===== src/common/iss_defines.svh =====
// Functional notes
// - After reset requests stay masked until an unmask instruction or a return with unmask option executes.
// - An enabled request waits until the running instruction completes.
// - Taking a request pushes the address of the preempted instruction.
// - Taking a request saves zero and carry into a shadow store.
// - Taking a request clears the enable flag.
// - Taking a request loads the program counter with all ones.
// - The vector is the last location, whatever the store width.
// - Acknowledge goes high during the interrupt sequence.
// - Return with unmask option returns and sets the enable flag.
// - Return with mask option returns and leaves the enable flag clear.
// - Return from interrupt restores the saved zero and carry flags.
// - Return pops the stack top into the counter without increment.
// - Request is seen when the address changes; that address is pushed.
// - Mask instruction clears enable, unmask instruction sets it.
// - A 64 byte scratchpad moves bytes by store and fetch.
// - Reset leaves scratchpad contents untouched.
// - Direct mode addresses the scratchpad with the instruction constant.
// - Indirect mode addresses the scratchpad with a register's contents.
// - The event lasts two cycles; acknowledge is high in the second.
`ifndef ISS_DEFINES_SVH
`define ISS_DEFINES_SVH
`define ISS_REG_CTRL 8'h00
`define ISS_REG_STATUS 8'h04
`define ISS_REG_SAVED_PC 8'h08
`define ISS_REG_COUNT 8'h0C
`define ISS_CTRL_GATE_BIT 0
`define ISS_CTRL_RESET 1'b1
`define ISS_ST_ENABLE_BIT 0
`define ISS_ST_BUSY_BIT 1
`define ISS_ST_ZERO_BIT 2
`define ISS_ST_CARRY_BIT 3
`define ISS_SPAD_DEPTH 64
`define ISS_SPAD_AW 6
`define ISS_PC_W 10
`define ISS_EVENT_CYCLES 2
`endif


===== src/common/iss_pkg.sv =====
package iss_pkg;
	typedef enum logic [1:0] {
		ISS_IDLE,
		ISS_EV_FIRST,
		ISS_EV_ACK
	} iss_state_type;
endpackage : iss_pkg


===== src/logic/iss_scratchpad.sv =====
`timescale 1ns/1ps
module iss_scratchpad #(
	parameter int DEPTH = 64,
	parameter int AW = 6
) (
	input wire logic clk_i,
	input wire logic we_i,
	input wire logic [AW-1:0] addr_i,
	input wire logic [7:0] wdata_i,
	output logic [7:0] rdata_o
);
	// No reset on the array or read register
	logic [7:0] mem [DEPTH];

	generate
		if (DEPTH != (1 << AW)) begin : g_bad_depth
			$error("Scratchpad depth must equal two to the address width");
		end
	endgenerate

	always_ff @(posedge clk_i) begin
		if (we_i) begin
			mem[addr_i] <= wdata_i;
		end
		rdata_o <= mem[addr_i];
	end
endmodule : iss_scratchpad


===== src/logic/iss_irq_sequencer.sv =====
`timescale 1ns/1ps
`include "iss_defines.svh"
module iss_irq_sequencer #(
	parameter int PC_W = `ISS_PC_W,
	parameter int SPAD_DEPTH = `ISS_SPAD_DEPTH,
	parameter int SPAD_AW = `ISS_SPAD_AW
) (
	input wire logic clk_i,
	input wire logic rst_i,
	// Interrupt request from fabric
	input wire logic irq_i,
	output logic irq_ack_o,
	// Instruction stream
	input wire logic insn_done_i,
	input wire logic [PC_W-1:0] next_pc_i,
	input wire logic op_irq_unmask_i,
	input wire logic op_irq_mask_i,
	input wire logic return_from_irq_unmasked_i,
	input wire logic return_from_irq_masked_i,
	input wire logic [PC_W-1:0] stack_top_i,
	input wire logic zero_i,
	input wire logic carry_i,
	output logic busy_o,
	output logic stack_push_o,
	output logic stack_pop_o,
	output logic [PC_W-1:0] push_pc_o,
	output logic pc_load_o,
	output logic [PC_W-1:0] pc_value_o,
	output logic flags_restore_o,
	output logic zero_o,
	output logic carry_o,
	output logic irq_enable_o,
	// Scratchpad access
	input wire logic store_i,
	input wire logic fetch_i,
	input wire logic indirect_i,
	input wire logic [7:0] imm_addr_i,
	input wire logic [7:0] reg_addr_i,
	input wire logic [7:0] store_data_i,
	output logic [7:0] fetch_data_o,
	output logic fetch_valid_o,
	// Wishbone slave
	input wire logic wb_cyc_i,
	input wire logic wb_stb_i,
	input wire logic wb_we_i,
	input wire logic [7:0] wb_adr_i,
	input wire logic [3:0] wb_sel_i,
	input wire logic [31:0] wb_dat_i,
	output logic [31:0] wb_dat_o,
	output logic wb_ack_o
);
	generate
		if (PC_W < 4 || PC_W > 16) begin : g_bad_pc
			$error("Program counter width out of range");
		end
		if (SPAD_AW > 8) begin : g_bad_aw
			$error("Scratchpad address wider than a byte");
		end
	endgenerate

	localparam logic [PC_W-1:0] VECTOR = {PC_W{1'b1}};

	function automatic logic [SPAD_AW-1:0] spad_index(input logic ind, input logic [7:0] imm,
			input logic [7:0] rg);
		spad_index = ind ? rg[SPAD_AW-1:0] : imm[SPAD_AW-1:0];
	endfunction : spad_index

	iss_pkg::iss_state_type state;
	logic gate;
	logic saved_zero;
	logic saved_carry;
	logic [PC_W-1:0] saved_pc;
	logic [15:0] take_count;
	logic [7:0] ram_rdata;

	wire idle = (state == iss_pkg::ISS_IDLE);
	wire done = insn_done_i && idle;
	wire any_op = op_irq_unmask_i || op_irq_mask_i || return_from_irq_unmasked_i ||
		return_from_irq_masked_i;
	wire take = done && irq_i && irq_enable_o && gate && !any_op;
	wire do_return = done && (return_from_irq_unmasked_i || return_from_irq_masked_i);
	wire [SPAD_AW-1:0] spad_addr = spad_index(indirect_i, imm_addr_i, reg_addr_i);
	wire wb_req = wb_cyc_i && wb_stb_i && !wb_ack_o;
	wire wb_wr = wb_req && wb_we_i;
	wire hit_ctrl = (wb_adr_i == `ISS_REG_CTRL);
	wire hit_status = (wb_adr_i == `ISS_REG_STATUS);
	wire hit_pc = (wb_adr_i == `ISS_REG_SAVED_PC);
	wire hit_count = (wb_adr_i == `ISS_REG_COUNT);
	wire [31:0] status_word = {28'h000_0000, saved_carry, saved_zero, !idle, irq_enable_o};
	wire [31:0] next_rdata = hit_ctrl ? {31'h0000_0000, gate} :
		hit_status ? status_word :
		hit_pc ? {{(32-PC_W){1'b0}}, saved_pc} :
		hit_count ? {16'h0000, take_count} : 32'h0000_0000;

	iss_scratchpad #(
		.DEPTH(SPAD_DEPTH),
		.AW(SPAD_AW)
	) u_spad (
		.clk_i(clk_i),
		.we_i(store_i),
		.addr_i(spad_addr),
		.wdata_i(store_data_i),
		.rdata_o(ram_rdata)
	);

	// Interrupt event sequencing
	always_ff @(posedge clk_i) begin
		if (rst_i) begin
			state <= iss_pkg::ISS_IDLE;
			irq_ack_o <= 1'b0;
			busy_o <= 1'b0;
			stack_push_o <= 1'b0;
			push_pc_o <= '0;
		end else begin
			case (state)
				iss_pkg::ISS_IDLE: begin
					if (take) begin
						state <= iss_pkg::ISS_EV_FIRST;
						busy_o <= 1'b1;
						stack_push_o <= 1'b1;
						push_pc_o <= next_pc_i;
					end
				end
				iss_pkg::ISS_EV_FIRST: begin
					state <= iss_pkg::ISS_EV_ACK;
					stack_push_o <= 1'b0;
					irq_ack_o <= 1'b1;
				end
				iss_pkg::ISS_EV_ACK: begin
					state <= iss_pkg::ISS_IDLE;
					irq_ack_o <= 1'b0;
					busy_o <= 1'b0;
				end
				default: begin
					state <= iss_pkg::ISS_IDLE;
				end
			endcase
		end
	end

	// Program counter loads for vector and return
	always_ff @(posedge clk_i) begin
		if (rst_i) begin
			pc_load_o <= 1'b0;
			pc_value_o <= '0;
			stack_pop_o <= 1'b0;
		end else begin
			pc_load_o <= take || do_return;
			stack_pop_o <= do_return;
			if (take) begin
				pc_value_o <= VECTOR;
			end else if (do_return) begin
				pc_value_o <= stack_top_i;
			end
		end
	end

	// Enable flag
	always_ff @(posedge clk_i) begin
		if (rst_i) begin
			irq_enable_o <= 1'b0;
		end else if (take) begin
			irq_enable_o <= 1'b0;
		end else if (done && (op_irq_unmask_i || return_from_irq_unmasked_i)) begin
			irq_enable_o <= 1'b1;
		end else if (done && (op_irq_mask_i || return_from_irq_masked_i)) begin
			irq_enable_o <= 1'b0;
		end
	end

	// Shadow flags
	always_ff @(posedge clk_i) begin
		if (rst_i) begin
			saved_zero <= 1'b0;
			saved_carry <= 1'b0;
			saved_pc <= '0;
			flags_restore_o <= 1'b0;
			zero_o <= 1'b0;
			carry_o <= 1'b0;
			take_count <= 16'h0000;
		end else begin
			flags_restore_o <= do_return;
			if (take) begin
				saved_zero <= zero_i;
				saved_carry <= carry_i;
				saved_pc <= next_pc_i;
				take_count <= take_count + 16'h0001;
			end
			if (do_return) begin
				zero_o <= saved_zero;
				carry_o <= saved_carry;
			end
		end
	end

	// Fetch result
	always_ff @(posedge clk_i) begin
		if (rst_i) begin
			fetch_valid_o <= 1'b0;
		end else begin
			fetch_valid_o <= fetch_i;
		end
	end
	assign fetch_data_o = ram_rdata;

	// Wishbone slave, one wait-state registered ack
	always_ff @(posedge clk_i) begin
		if (rst_i) begin
			wb_ack_o <= 1'b0;
			wb_dat_o <= 32'h0000_0000;
			gate <= `ISS_CTRL_RESET;
		end else begin
			wb_ack_o <= wb_req;
			if (wb_req && !wb_we_i) begin
				wb_dat_o <= next_rdata;
			end
			if (wb_wr && hit_ctrl && wb_sel_i[0]) begin
				gate <= wb_dat_i[`ISS_CTRL_GATE_BIT];
			end
		end
	end
endmodule : iss_irq_sequencer


===== config.mk =====
export PLATFORM = sky130hd
export DESIGN_NAME = iss_irq_sequencer
export DESIGN_NICKNAME = d
export VERILOG_FILES = /design/src/common/iss_pkg.sv /design/src/logic/iss_scratchpad.sv /design/src/logic/iss_irq_sequencer.sv
export VERILOG_INCLUDE_DIRS = /design/src /design/src/common
export SDC_FILE = /design/constraint.sdc
export NUM_CORES = 1
export LEC_CHECK = 0
export BUFFER_PORTS_ARGS = -buffer_cell sky130_fd_sc_hd__buf_4
export CORE_ASPECT_RATIO = 1.75
export CORE_UTILIZATION = 25
export DETAILED_ROUTE_END_ITERATION = 10
export HOLD_SLACK_MARGIN = 0.08
export PLACE_DENSITY = 0.48
export SLEW_MARGIN = 20
export SYNTH_ARGS = -nofsm -noshare
export SYNTH_HDL_FRONTEND = slang
export SYNTH_SLANG_ARGS = --single-unit

===== constraint.sdc =====
create_clock -name clk_i -period 3.5 [get_ports clk_i]
set_clock_uncertainty 0.05 [all_clocks]
set_input_delay 0.7 -clock clk_i [delete_from_list [all_inputs] [get_ports clk_i]]
set_output_delay 0.7 -clock clk_i [all_outputs]
set_load 0.005 [all_outputs]

==> impl_metrics.json, run 1 <==
{
  "p_sw_uw": 3460,
  "ys_types": 62,
  "critPathSlowestCell": "nor4_1",
  "maxCapViolCount": 0,
  "synth_flop_cell": "edfxtp_1",
  "power.share.clock_pct": 42.7,
  "avgSynthCellArea_sq_um": 15.4,
  "syn_area_sq_um": 22500,
  "num_vias": 13900,
  "gp_congestion": 0.797,
  "critical_path_class": "primary input to flop",
  "slowest_delay_ns": 0.40,
  "die_area_sq_um": 91300,
  "multi_input_area_sq_um": 4970,
  "setup_tns_ns": 0,
  "regArea_sq_um": 17100,
  "hold_buffers": 0,
  "crit_path_frequent_cell": "buf_4",
  "swShare_pct": 22.6,
  "grt.total_usage_pct": 14.8,
  "synth_top_area_cell": "edfxtp_1",
  "clk_pin_slew_ns": 0.07,
  "worstSetupEndpointType": "flop",
  "portBuffers": 120,
  "cts_inserted_buffers": 55,
  "synth_commonest_cells": "edfxtp_1, a22oi_1, nand2_1, nor2_1, dfxtp_1",
  "antenna_found_initial": 3,
  "syn_inst": 1457,
  "ctsHtreeMaxLevel": 2,
  "fmaxAchievable_ghz": 0.350,
  "dpl_worst_slack_ns": 0.0123,
  "status": "finished clean",
  "start_util_pct": 25.2,
  "drtAntennaViolNets": 0,
  "synth_edf_count": 512,
  "rsz0062_at_grt": "false",
  "nets": 1795,
  "cts_tree": "yes",
  "worst_slew_pin_slew_ns": 0.883,
  "maxSlewHeadroom_pct": 40.9,
  "worst-path-max-fanout": 27,
  "drt-pass1-iter-count": 6,
  "cp.required_ns": 3.95,
  "dp_hpwl_um": 46200,
  "yosysMostFrequentCell": "edfxtp_1",
  "gr-total-overflow": 0,
  "cts_sinks": 597,
  "async_reset_ff_share_pct": 0,
  "cell_internal_pwr_uw": 11900,
  "power_density_nw_per_um2": 554,
  "period_needed_ns": 2.85,
  "startpoint_type": "primary input",
  "max-vdd-ir-drop_uv": 385,
  "ys_warn_count": 0,
  "routedWlPerCell_um": 23.7,
  "combPwrFrac_pct": 6.2,
  "setup_viol": 0,
  "fp.dieH_um": 399,
  "ys_seq_area_share_pct": 75.9,
  "clockRootBuffer": "clkbuf_16",
  "drt_iter0_drc": 1070,
  "cts_resized": 0,
  "finalMaxSlewViolations": 0,
  "critical-path-top-delay-family": "buffers and inverters",
  "fillers": 8928,
  "core_area_sq_um": 89300,
  "cts_buffer_depth": 3,
  "synthTopCellsByArea": "edfxtp_1, dfxtp_1, a22oi_1, nand2_1, nor2_1",
  "seqPwrFrac_pct": 51.1,
  "setup_slack_ns": 0.647,
  "grt_pass1_wl_um": 98900,
  "grt_max_degree": 78,
  "wl_um": 68900,
  "worstPathCellList": "buf_4, mux2_4, buf_4, mux2_2, a222oi_1, a31oi_1, nor4_1, buf_4, nand4_1",
  "critical_path_buf_inv_count": 3,
  "grt_pass1_vias": 14300,
  "synth_seq_cells": 597,
  "boundaryPins": 175,
  "area_growth_pct": 23.0,
  "drc_errors": 0,
  "insertion_delay_ns": 0.65,
  "cts_setup_buffers": 0,
  "hold_viol": 0,
  "via_per_inst": 4.77,
  "drive_gt1_share_pct": 22.8,
  "hold_path_class": "primary input to flop",
  "synth_top_area_share_pct": 68.3,
  "fin_crit_sh_pct": 81.5,
  "die_w_um": 229,
  "num_rows": 145,
  "power_leakage_uw": 0.00906,
  "arrival_ns": 3.30
}
## stage by stage
stage          hold slack (ns)  utilization, %  cell area, sq um  total power (uW)  std cells
2_1_floorplan            0.383               -             22600              8390       1472
3_3_place_gp             0.392            28.8             25700              8930       2805
3_5_place_dp             0.399            28.8             25700              8950       2805
4_1_cts                  0.214            31.0             27700             15500       2908
5_1_grt                  0.253            31.0             27700             15800       2908
6_report                 0.249            31.0             27700             15300       2910
## routing by layer
| metal | global-route usage [%] | up-vias | wire, um |
|---|---|---|---|
| li1 | - | 6235 | - |
| met1 | 15.6 | 7101 | 24900 |
| met5 | 0 | - | 11 |
| met3 | 2.08 | 97 | 3400 |
| met4 | 6.86 | 2 | 2960 |
| met2 | 28.7 | 446 | 37600 |
## logic make-up (layout without fill, tap and decap cells)
group           after synthesis  in the layout  share of synthesized area [%]
buf+inv                     119            379                           2.50
flops                       597            597                           75.9
xor+xnor                     12             12                          0.467
compound gates              389            389                           12.8
other cells                   1             18                         0.0167
mux                          37             37                           1.90
fa+ha+maj                     5              5                          0.278
simple gates                297            297                           6.17
## power groups by stage
stage | clock network (uW) | logic, uW | registers [uW]
final | 6550 | 945 | 7830
after global routing | 6910 | 1010 | 7830
after CTS | 6690 | 960 | 7830
after detailed placement | 0 | 958 | 7990
after global placement | 0 | 948 | 7990
after floorplan | 0 | 411 | 7980
## state kept, by name (all words and copies together), names as in the netlist, 2 cells and up
signal	flops
u_spad.rdata_o	8
pc_value_o	10
state	2
take_count	16
u_spad.mem	512
push_pc_o	10
wb_dat_o	16
saved_pc	10
## final timing paths
kind	startpoint	end	slack, ns	depth (start not counted)
worst min register to register	saved_pc[8]	saved_pc[8]	0.40	2
worst max-delay path	indirect_i	u_spad.rdata_o[3]	0.65	9
worst max register to register	state[1]	take_count[9]	1.08	9
worst min-delay path	fetch_i	fetch_valid_o	0.25	2
## cells in the final DEF, fill, tap and decap left out, types with 17 or more instances in the layout
master	n
buf_4	256
dfxtp_1	85
a41oi_1	31
edfxtp_1	512
a22oi_1	213
nor2_1	98
nand2_1	102
a21oi_1	53
clkbuf_16	55
and3_1	17
## final cells by class
class / count / share of cell area [%]
flip-flops and latches: 597 / 61.7
multi-input cells: 756 / 17.9
repair buffers: 269 / 7.88
well taps: 1176 / 5.31
clock buffers: 63 / 5.08
clock inverters: 40 / 2.00
inverters: 7 / 0.0949
diodes: 2 / 0.0181
Note: power is estimated with default switching activity, not from simulation.
==> inputs of run 2 (changes only) <==
--- a/config.mk
+++ b/config.mk
@@ -11,7 +11,7 @@
 export CORE_UTILIZATION = 25
 export DETAILED_ROUTE_END_ITERATION = 10
 export HOLD_SLACK_MARGIN = 0.08
-export PLACE_DENSITY = 0.48
+export PLACE_DENSITY = 0.49
 export SLEW_MARGIN = 20
 export SYNTH_ARGS = -nofsm -noshare
 export SYNTH_HDL_FRONTEND = slang
==> constraint.sdc (replaced) <==
create_clock -name clk_i -period 2.5 [get_ports clk_i]
set_clock_uncertainty 0.05 [all_clocks]
set_input_delay 0.5 -clock clk_i [delete_from_list [all_inputs] [get_ports clk_i]]
set_output_delay 0.5 -clock clk_i [all_outputs]
set_load 0.005 [all_outputs]
==> impl_metrics.json, run 2 (synthesized netlist as in run 1, its figures left out) <==
{
  "status": "finished clean",
  "hold_viol": 0,
  "final_cell_mix": "edfxtp_1, buf_4, a22oi_1",
  "worstSetupEndpointType": "flop",
  "worst_slew_pin_slew_ns": 0.821,
  "num_vias": 14500,
  "worstRegToRegCells": 9,
  "grt_pass1_vias": 15200,
  "core_area_sq_um": 89300,
  "portBuffers": 120,
  "start_util_pct": 25.2,
  "power_uw": 21100,
  "r2r_setup_slack_ns": 0.30,
  "maxCapViolCount": 0,
  "fp.dieH_um": 399,
  "largest_register": "u_spad.mem",
  "num_rows": 145,
  "via_per_inst": 4.76,
  "maxSlewHeadroom_pct": 45.3,
  "cts_setup_buffers": 0,
  "drt_iter0_drc": 979,
  "clockRootBuffer": "clkbuf_16",
  "cts_tree": "yes",
  "insertion_delay_ns": 0.64,
  "period_needed_ns": 2.43,
  "cts_sinks": 597,
  "drive_gt1_share_pct": 28.9,
  "die_area_sq_um": 91300,
  "power_density_nw_per_um2": 716,
  "ctsHtreeMaxLevel": 2,
  "critical_path_class": "primary input to flop",
  "cts_buffer_depth": 3,
  "routedWlPerCell_um": 23.8,
  "boundaryPins": 175,
  "finalMaxSlewViolations": 0,
  "area_growth_pct": 30.7,
  "worst-path-max-fanout": 12,
  "cts_inserted_buffers": 55,
  "layout_commonest_cell": "edfxtp_1",
  "startpoint_type": "primary input",
  "setup_viol": 0,
  "drt-pass1-iter-count": 6,
  "fin_crit_sh_pct": 97.1,
  "grt.total_usage_pct": 15.8,
  "fmaxAchievable_ghz": 0.412,
  "rsz0062_at_grt": "false",
  "gr-total-overflow": 0,
  "gp_congestion": 0.836,
  "top_regs": "u_spad.mem x512, take_count x16, wb_dat_o x16",
  "hold_depth": 3,
  "cp.required_ns": 2.98,
  "die_w_um": 229,
  "antenna_found_initial": 3,
  "dp_hpwl_um": 50500,
  "largest_reg_flops": 512,
  "hold_path_class": "primary input to flop",
  "whs_ns": 0.123,
  "power_leakage_uw": 0.00980,
  "fillers": 8761,
  "drc_errors": 0,
  "clk_pin_slew_ns": 0.07,
  "max-vdd-ir-drop_uv": 615,
  "grt_max_degree": 78,
  "nets": 1928,
  "wl_um": 72500,
  "drtAntennaViolNets": 0,
  "arrival_ns": 2.91,
  "grt_pass1_wl_um": 105000
}
run 2: path summary, 6_finish.rpt:
check                            startpoint                end
worst max-delay path             indirect_i  u_spad.rdata_o[4]
worst min-delay path               wb_stb_i           wb_ack_o
worst max register to register     state[0]     take_count[11]
worst min register to register  saved_pc[8]        saved_pc[8]
run 2: timing repair:
item / in CTS / in global routing
hold endpoints to repair: 26 / 0
hold buffers: 17 / 0
gates resized for setup: 2 / 0
setup endpoints to repair: 2 / 0
run 2: power by group:
| group | internal (uW) | switching [uW] | total [uW] |
|---|---|---|---|
| sequential | 10900 | 64.0 | 11000 |
| combinational | 629 | 931 | 1560 |
| clock | 4690 | 3840 | 8520 |
run 2: stage by stage:
stage          std cells  setup slack (ns)  utilization (%)  setup TNS (ns)  area, sq um
5_1_grt             3039            0.0528             32.9               0        29400
3_5_place_dp        2921            -0.774             30.7          -66.90        27400
6_report            3041            0.0736             33.0               0        29400
2_1_floorplan       1472            -0.138                -          -21.61        22800
3_3_place_gp        2921             -1.12             30.7          -58.27        27400
4_1_cts             3039             0.107             32.9               0        29400
run 2: layout make-up:
class                   instances  area [sq um]  area share [%]
multi-input cells             756          5210            17.7
clock inverters                37           389            1.32
well taps                    1176          1470            5.00
clock buffers                  64          1410            4.79
flip-flops and latches        597         17100            58.1
diodes                          2          5.00          0.0170
repair buffers                402          3820            13.0
inverters                       7          26.3          0.0893
run 2: worst max-delay path, cell delays in order:
cell and delay, ns:
buf_4 0.13, buf_4 0.17, nor4bb_1 0.14, or2_2 0.36, buf_4 0.21, buf_4 0.18, a22oi_1 0.17, a41oi_1 0.17
nor4_1 0.51, buf_4 0.24, nand4_1 0.11
run 2: per-layer routing:
metal	global-route usage, %	part of all wire [%]
met1	15.8	34
met2	31.8	57
met3	2.54	4.7
met4	6.36	3.9
met5	0	0.050
==> inputs of run 3 (changes only) <==
--- a/config.mk
+++ b/config.mk
@@ -11,7 +11,7 @@
 export CORE_UTILIZATION = 25
 export DETAILED_ROUTE_END_ITERATION = 10
 export HOLD_SLACK_MARGIN = 0.08
-export PLACE_DENSITY = 0.49
+export PLACE_DENSITY = 0.48
 export SLEW_MARGIN = 20
 export SYNTH_ARGS = -nofsm -noshare
 export SYNTH_HDL_FRONTEND = slang
==> constraint.sdc (replaced) <==
create_clock -name clk_i -period 2.8 [get_ports clk_i]
set_clock_uncertainty 0.05 [all_clocks]
set_input_delay 0.56 -clock clk_i [delete_from_list [all_inputs] [get_ports clk_i]]
set_output_delay 0.56 -clock clk_i [all_outputs]
set_load 0.005 [all_outputs]
==> impl_metrics.json, run 3 (synthesized netlist as in run 1, its figures left out) <==
{
  "start_util_pct": 25.2,
  "boundaryPins": 175,
  "cts_resized": 0,
  "hold_path_class": "primary input to flop",
  "grt.total_usage_pct": 15.1,
  "layout_commonest_cell": "edfxtp_1",
  "antenna_found_initial": 2,
  "setup_viol": 0,
  "maxSlewHeadroom_pct": 43.1,
  "core_area_sq_um": 89300,
  "critical-path-top-delay-family": "compound AO/OA/AOI/OAI gates",
  "combPwrFrac_pct": 7.2,
  "critical_path_class": "primary input to flop",
  "dp.cells": 2938,
  "endpoint": "u_spad.rdata_o[0]",
  "rsz0062_at_grt": "false",
  "drt-pass1-iter-count": 5,
  "power_density_nw_per_um2": 652,
  "max-vdd-ir-drop_uv": 437,
  "num_rows": 145,
  "die_w_um": 229,
  "fp.dieH_um": 399,
  "swShare_pct": 22.3,
  "insertion_delay_ns": 0.64,
  "gp_congestion": 0.851,
  "worstPathCellList": "buf_4, mux2_4, buf_4, mux2_4, a222oi_1, a31oi_1, a2111oi_0, buf_4, nand2_1",
  "dr.max_layer_used": "met5",
  "fin_cells": 3039,
  "arrival_ns": 3.08,
  "critPathSlowestCell": "a2111oi_0",
  "cell_internal_pwr_uw": 14600,
  "area_growth_pct": 27.8,
  "cts_sinks": 597,
  "grt_max_degree": 78,
  "drive_gt1_share_pct": 27.9,
  "num_vias": 14300,
  "ctsHtreeMaxLevel": 2,
  "largest_register": "u_spad.mem",
  "crit_path_frequent_cell": "buf_4",
  "cts_buffer_depth": 3,
  "nets": 1929,
  "antenna_cells": 0,
  "worst_slew_pin_slew_ns": 0.854,
  "critical_path_buf_inv_count": 3,
  "wl_met3_um": 3020,
  "cp.depth": 9,
  "worstSetupEndpointType": "flop",
  "power.share.clock_pct": 40.6,
  "gr-total-overflow": 0,
  "worst-path-max-fanout": 15,
  "routedWlPerCell_um": 22.9,
  "die_area_sq_um": 91300,
  "top_regs": "u_spad.mem x512, take_count x16, wb_dat_o x16",
  "slowest_delay_ns": 0.62,
  "maxCapViolCount": 0,
  "portBuffers": 120,
  "finalMaxSlewViolations": 0,
  "clockRootBuffer": "clkbuf_16",
  "hold_depth": 3,
  "drc_errors": 0,
  "startpoint_type": "primary input",
  "cp.required_ns": 3.28,
  "grt_pass1_vias": 15300,
  "power_leakage_uw": 0.00974,
  "startpoint": "indirect_i",
  "p_sw_uw": 4180,
  "final_cell_mix": "edfxtp_1, buf_4, a22oi_1",
  "drtAntennaViolNets": 0,
  "fin_crit_sh_pct": 92.8,
  "period_needed_ns": 2.60,
  "via_per_inst": 4.70,
  "grt_pass1_wl_um": 101000,
  "cts_setup_buffers": 0,
  "wl_um": 69500,
  "worstRegToRegCells": 6,
  "wl_met1_um": 25100,
  "clk_pin_slew_ns": 0.07,
  "seqPwrFrac_pct": 52.2,
  "wl_met2_um": 37900,
  "cts_tree": "yes",
  "hold_viol": 0,
  "status": "finished clean",
  "r2r_setup_slack_ns": 0.42,
  "dp_hpwl_um": 47400,
  "drt_iter0_drc": 910,
  "fmaxAchievable_ghz": 0.385,
  "power_uw": 18800,
  "r2r-start": "u_spad.mem[36][6]",
  "hold_buffers": 2,
  "cts_inserted_buffers": 54,
  "largest_reg_flops": 512,
  "r2r_end": "u_spad.rdata_o[6]"
}
## run 3: worst min path at each step
| stage | from | to | slack (ns) |
|---|---|---|---|
| 6_report | carry_i | saved_carry | 0.15 |
| 5_1_grt | zero_i | saved_zero | 0.15 |
| 4_1_cts | carry_i | saved_carry | 0.10 |
| 3_5_place_dp | push_pc_o[3] | push_pc_o[3] | 0.40 |
| 3_3_place_gp | saved_pc[0] | saved_pc[0] | 0.39 |
| 2_1_floorplan | saved_pc[0] | saved_pc[0] | 0.38 |
## run 3: per-layer routing
layer	GRT usage (%)	up-vias
li1	-	6496
met1	15.4	7233
met2	29.5	430
met3	2.12	134
met4	7.46	4
met5	0	-
## run 3: area by class of cell
class | count | area [sq um]
clock inverters | 30 | 342
well taps | 1176 | 1470
flip-flops and latches | 597 | 17100
fillers | 8845 | 60500
clock buffers | 69 | 1470
multi-input cells | 756 | 4970
repair buffers | 404 | 3400
inverters | 7 | 26.3
## run 3: tightest hold or removal path, delay by kind of cell
kind,cells,cell delay [ns]
buffers and inverters,1,0.11
and+or+nand+nor,1,0.05
AOI/OAI and AO/OA,1,0.05
## run 3: through the flow
stage / worst slack (ns) / setup TNS (ns) / utilization (%) / hold slack, ns / area, sq um
finish: 0.201 / 0 / 32.2 / 0.147 / 28800
global route: 0.185 / 0 / 32.2 / 0.149 / 28800
CTS: 0.233 / 0 / 32.2 / 0.103 / 28800
detailed placement: -0.459 / -23.22 / 30.2 / 0.397 / 26900
global placement: -0.460 / -22.18 / 30.2 / 0.391 / 26900
floorplan: -0.0197 / -0.789 / - / 0.383 / 22600
## run 3: power groups by stage
stage / Clock (uW) / Sequential (uW) / Combinational [uW]
floorplan: 0 / 9970 / 514
global placement: 0 / 9980 / 1360
detailed placement: 0 / 9980 / 1370
CTS: 7800 / 9790 / 1380
global route: 8090 / 9790 / 1450
finish: 7610 / 9790 / 1360
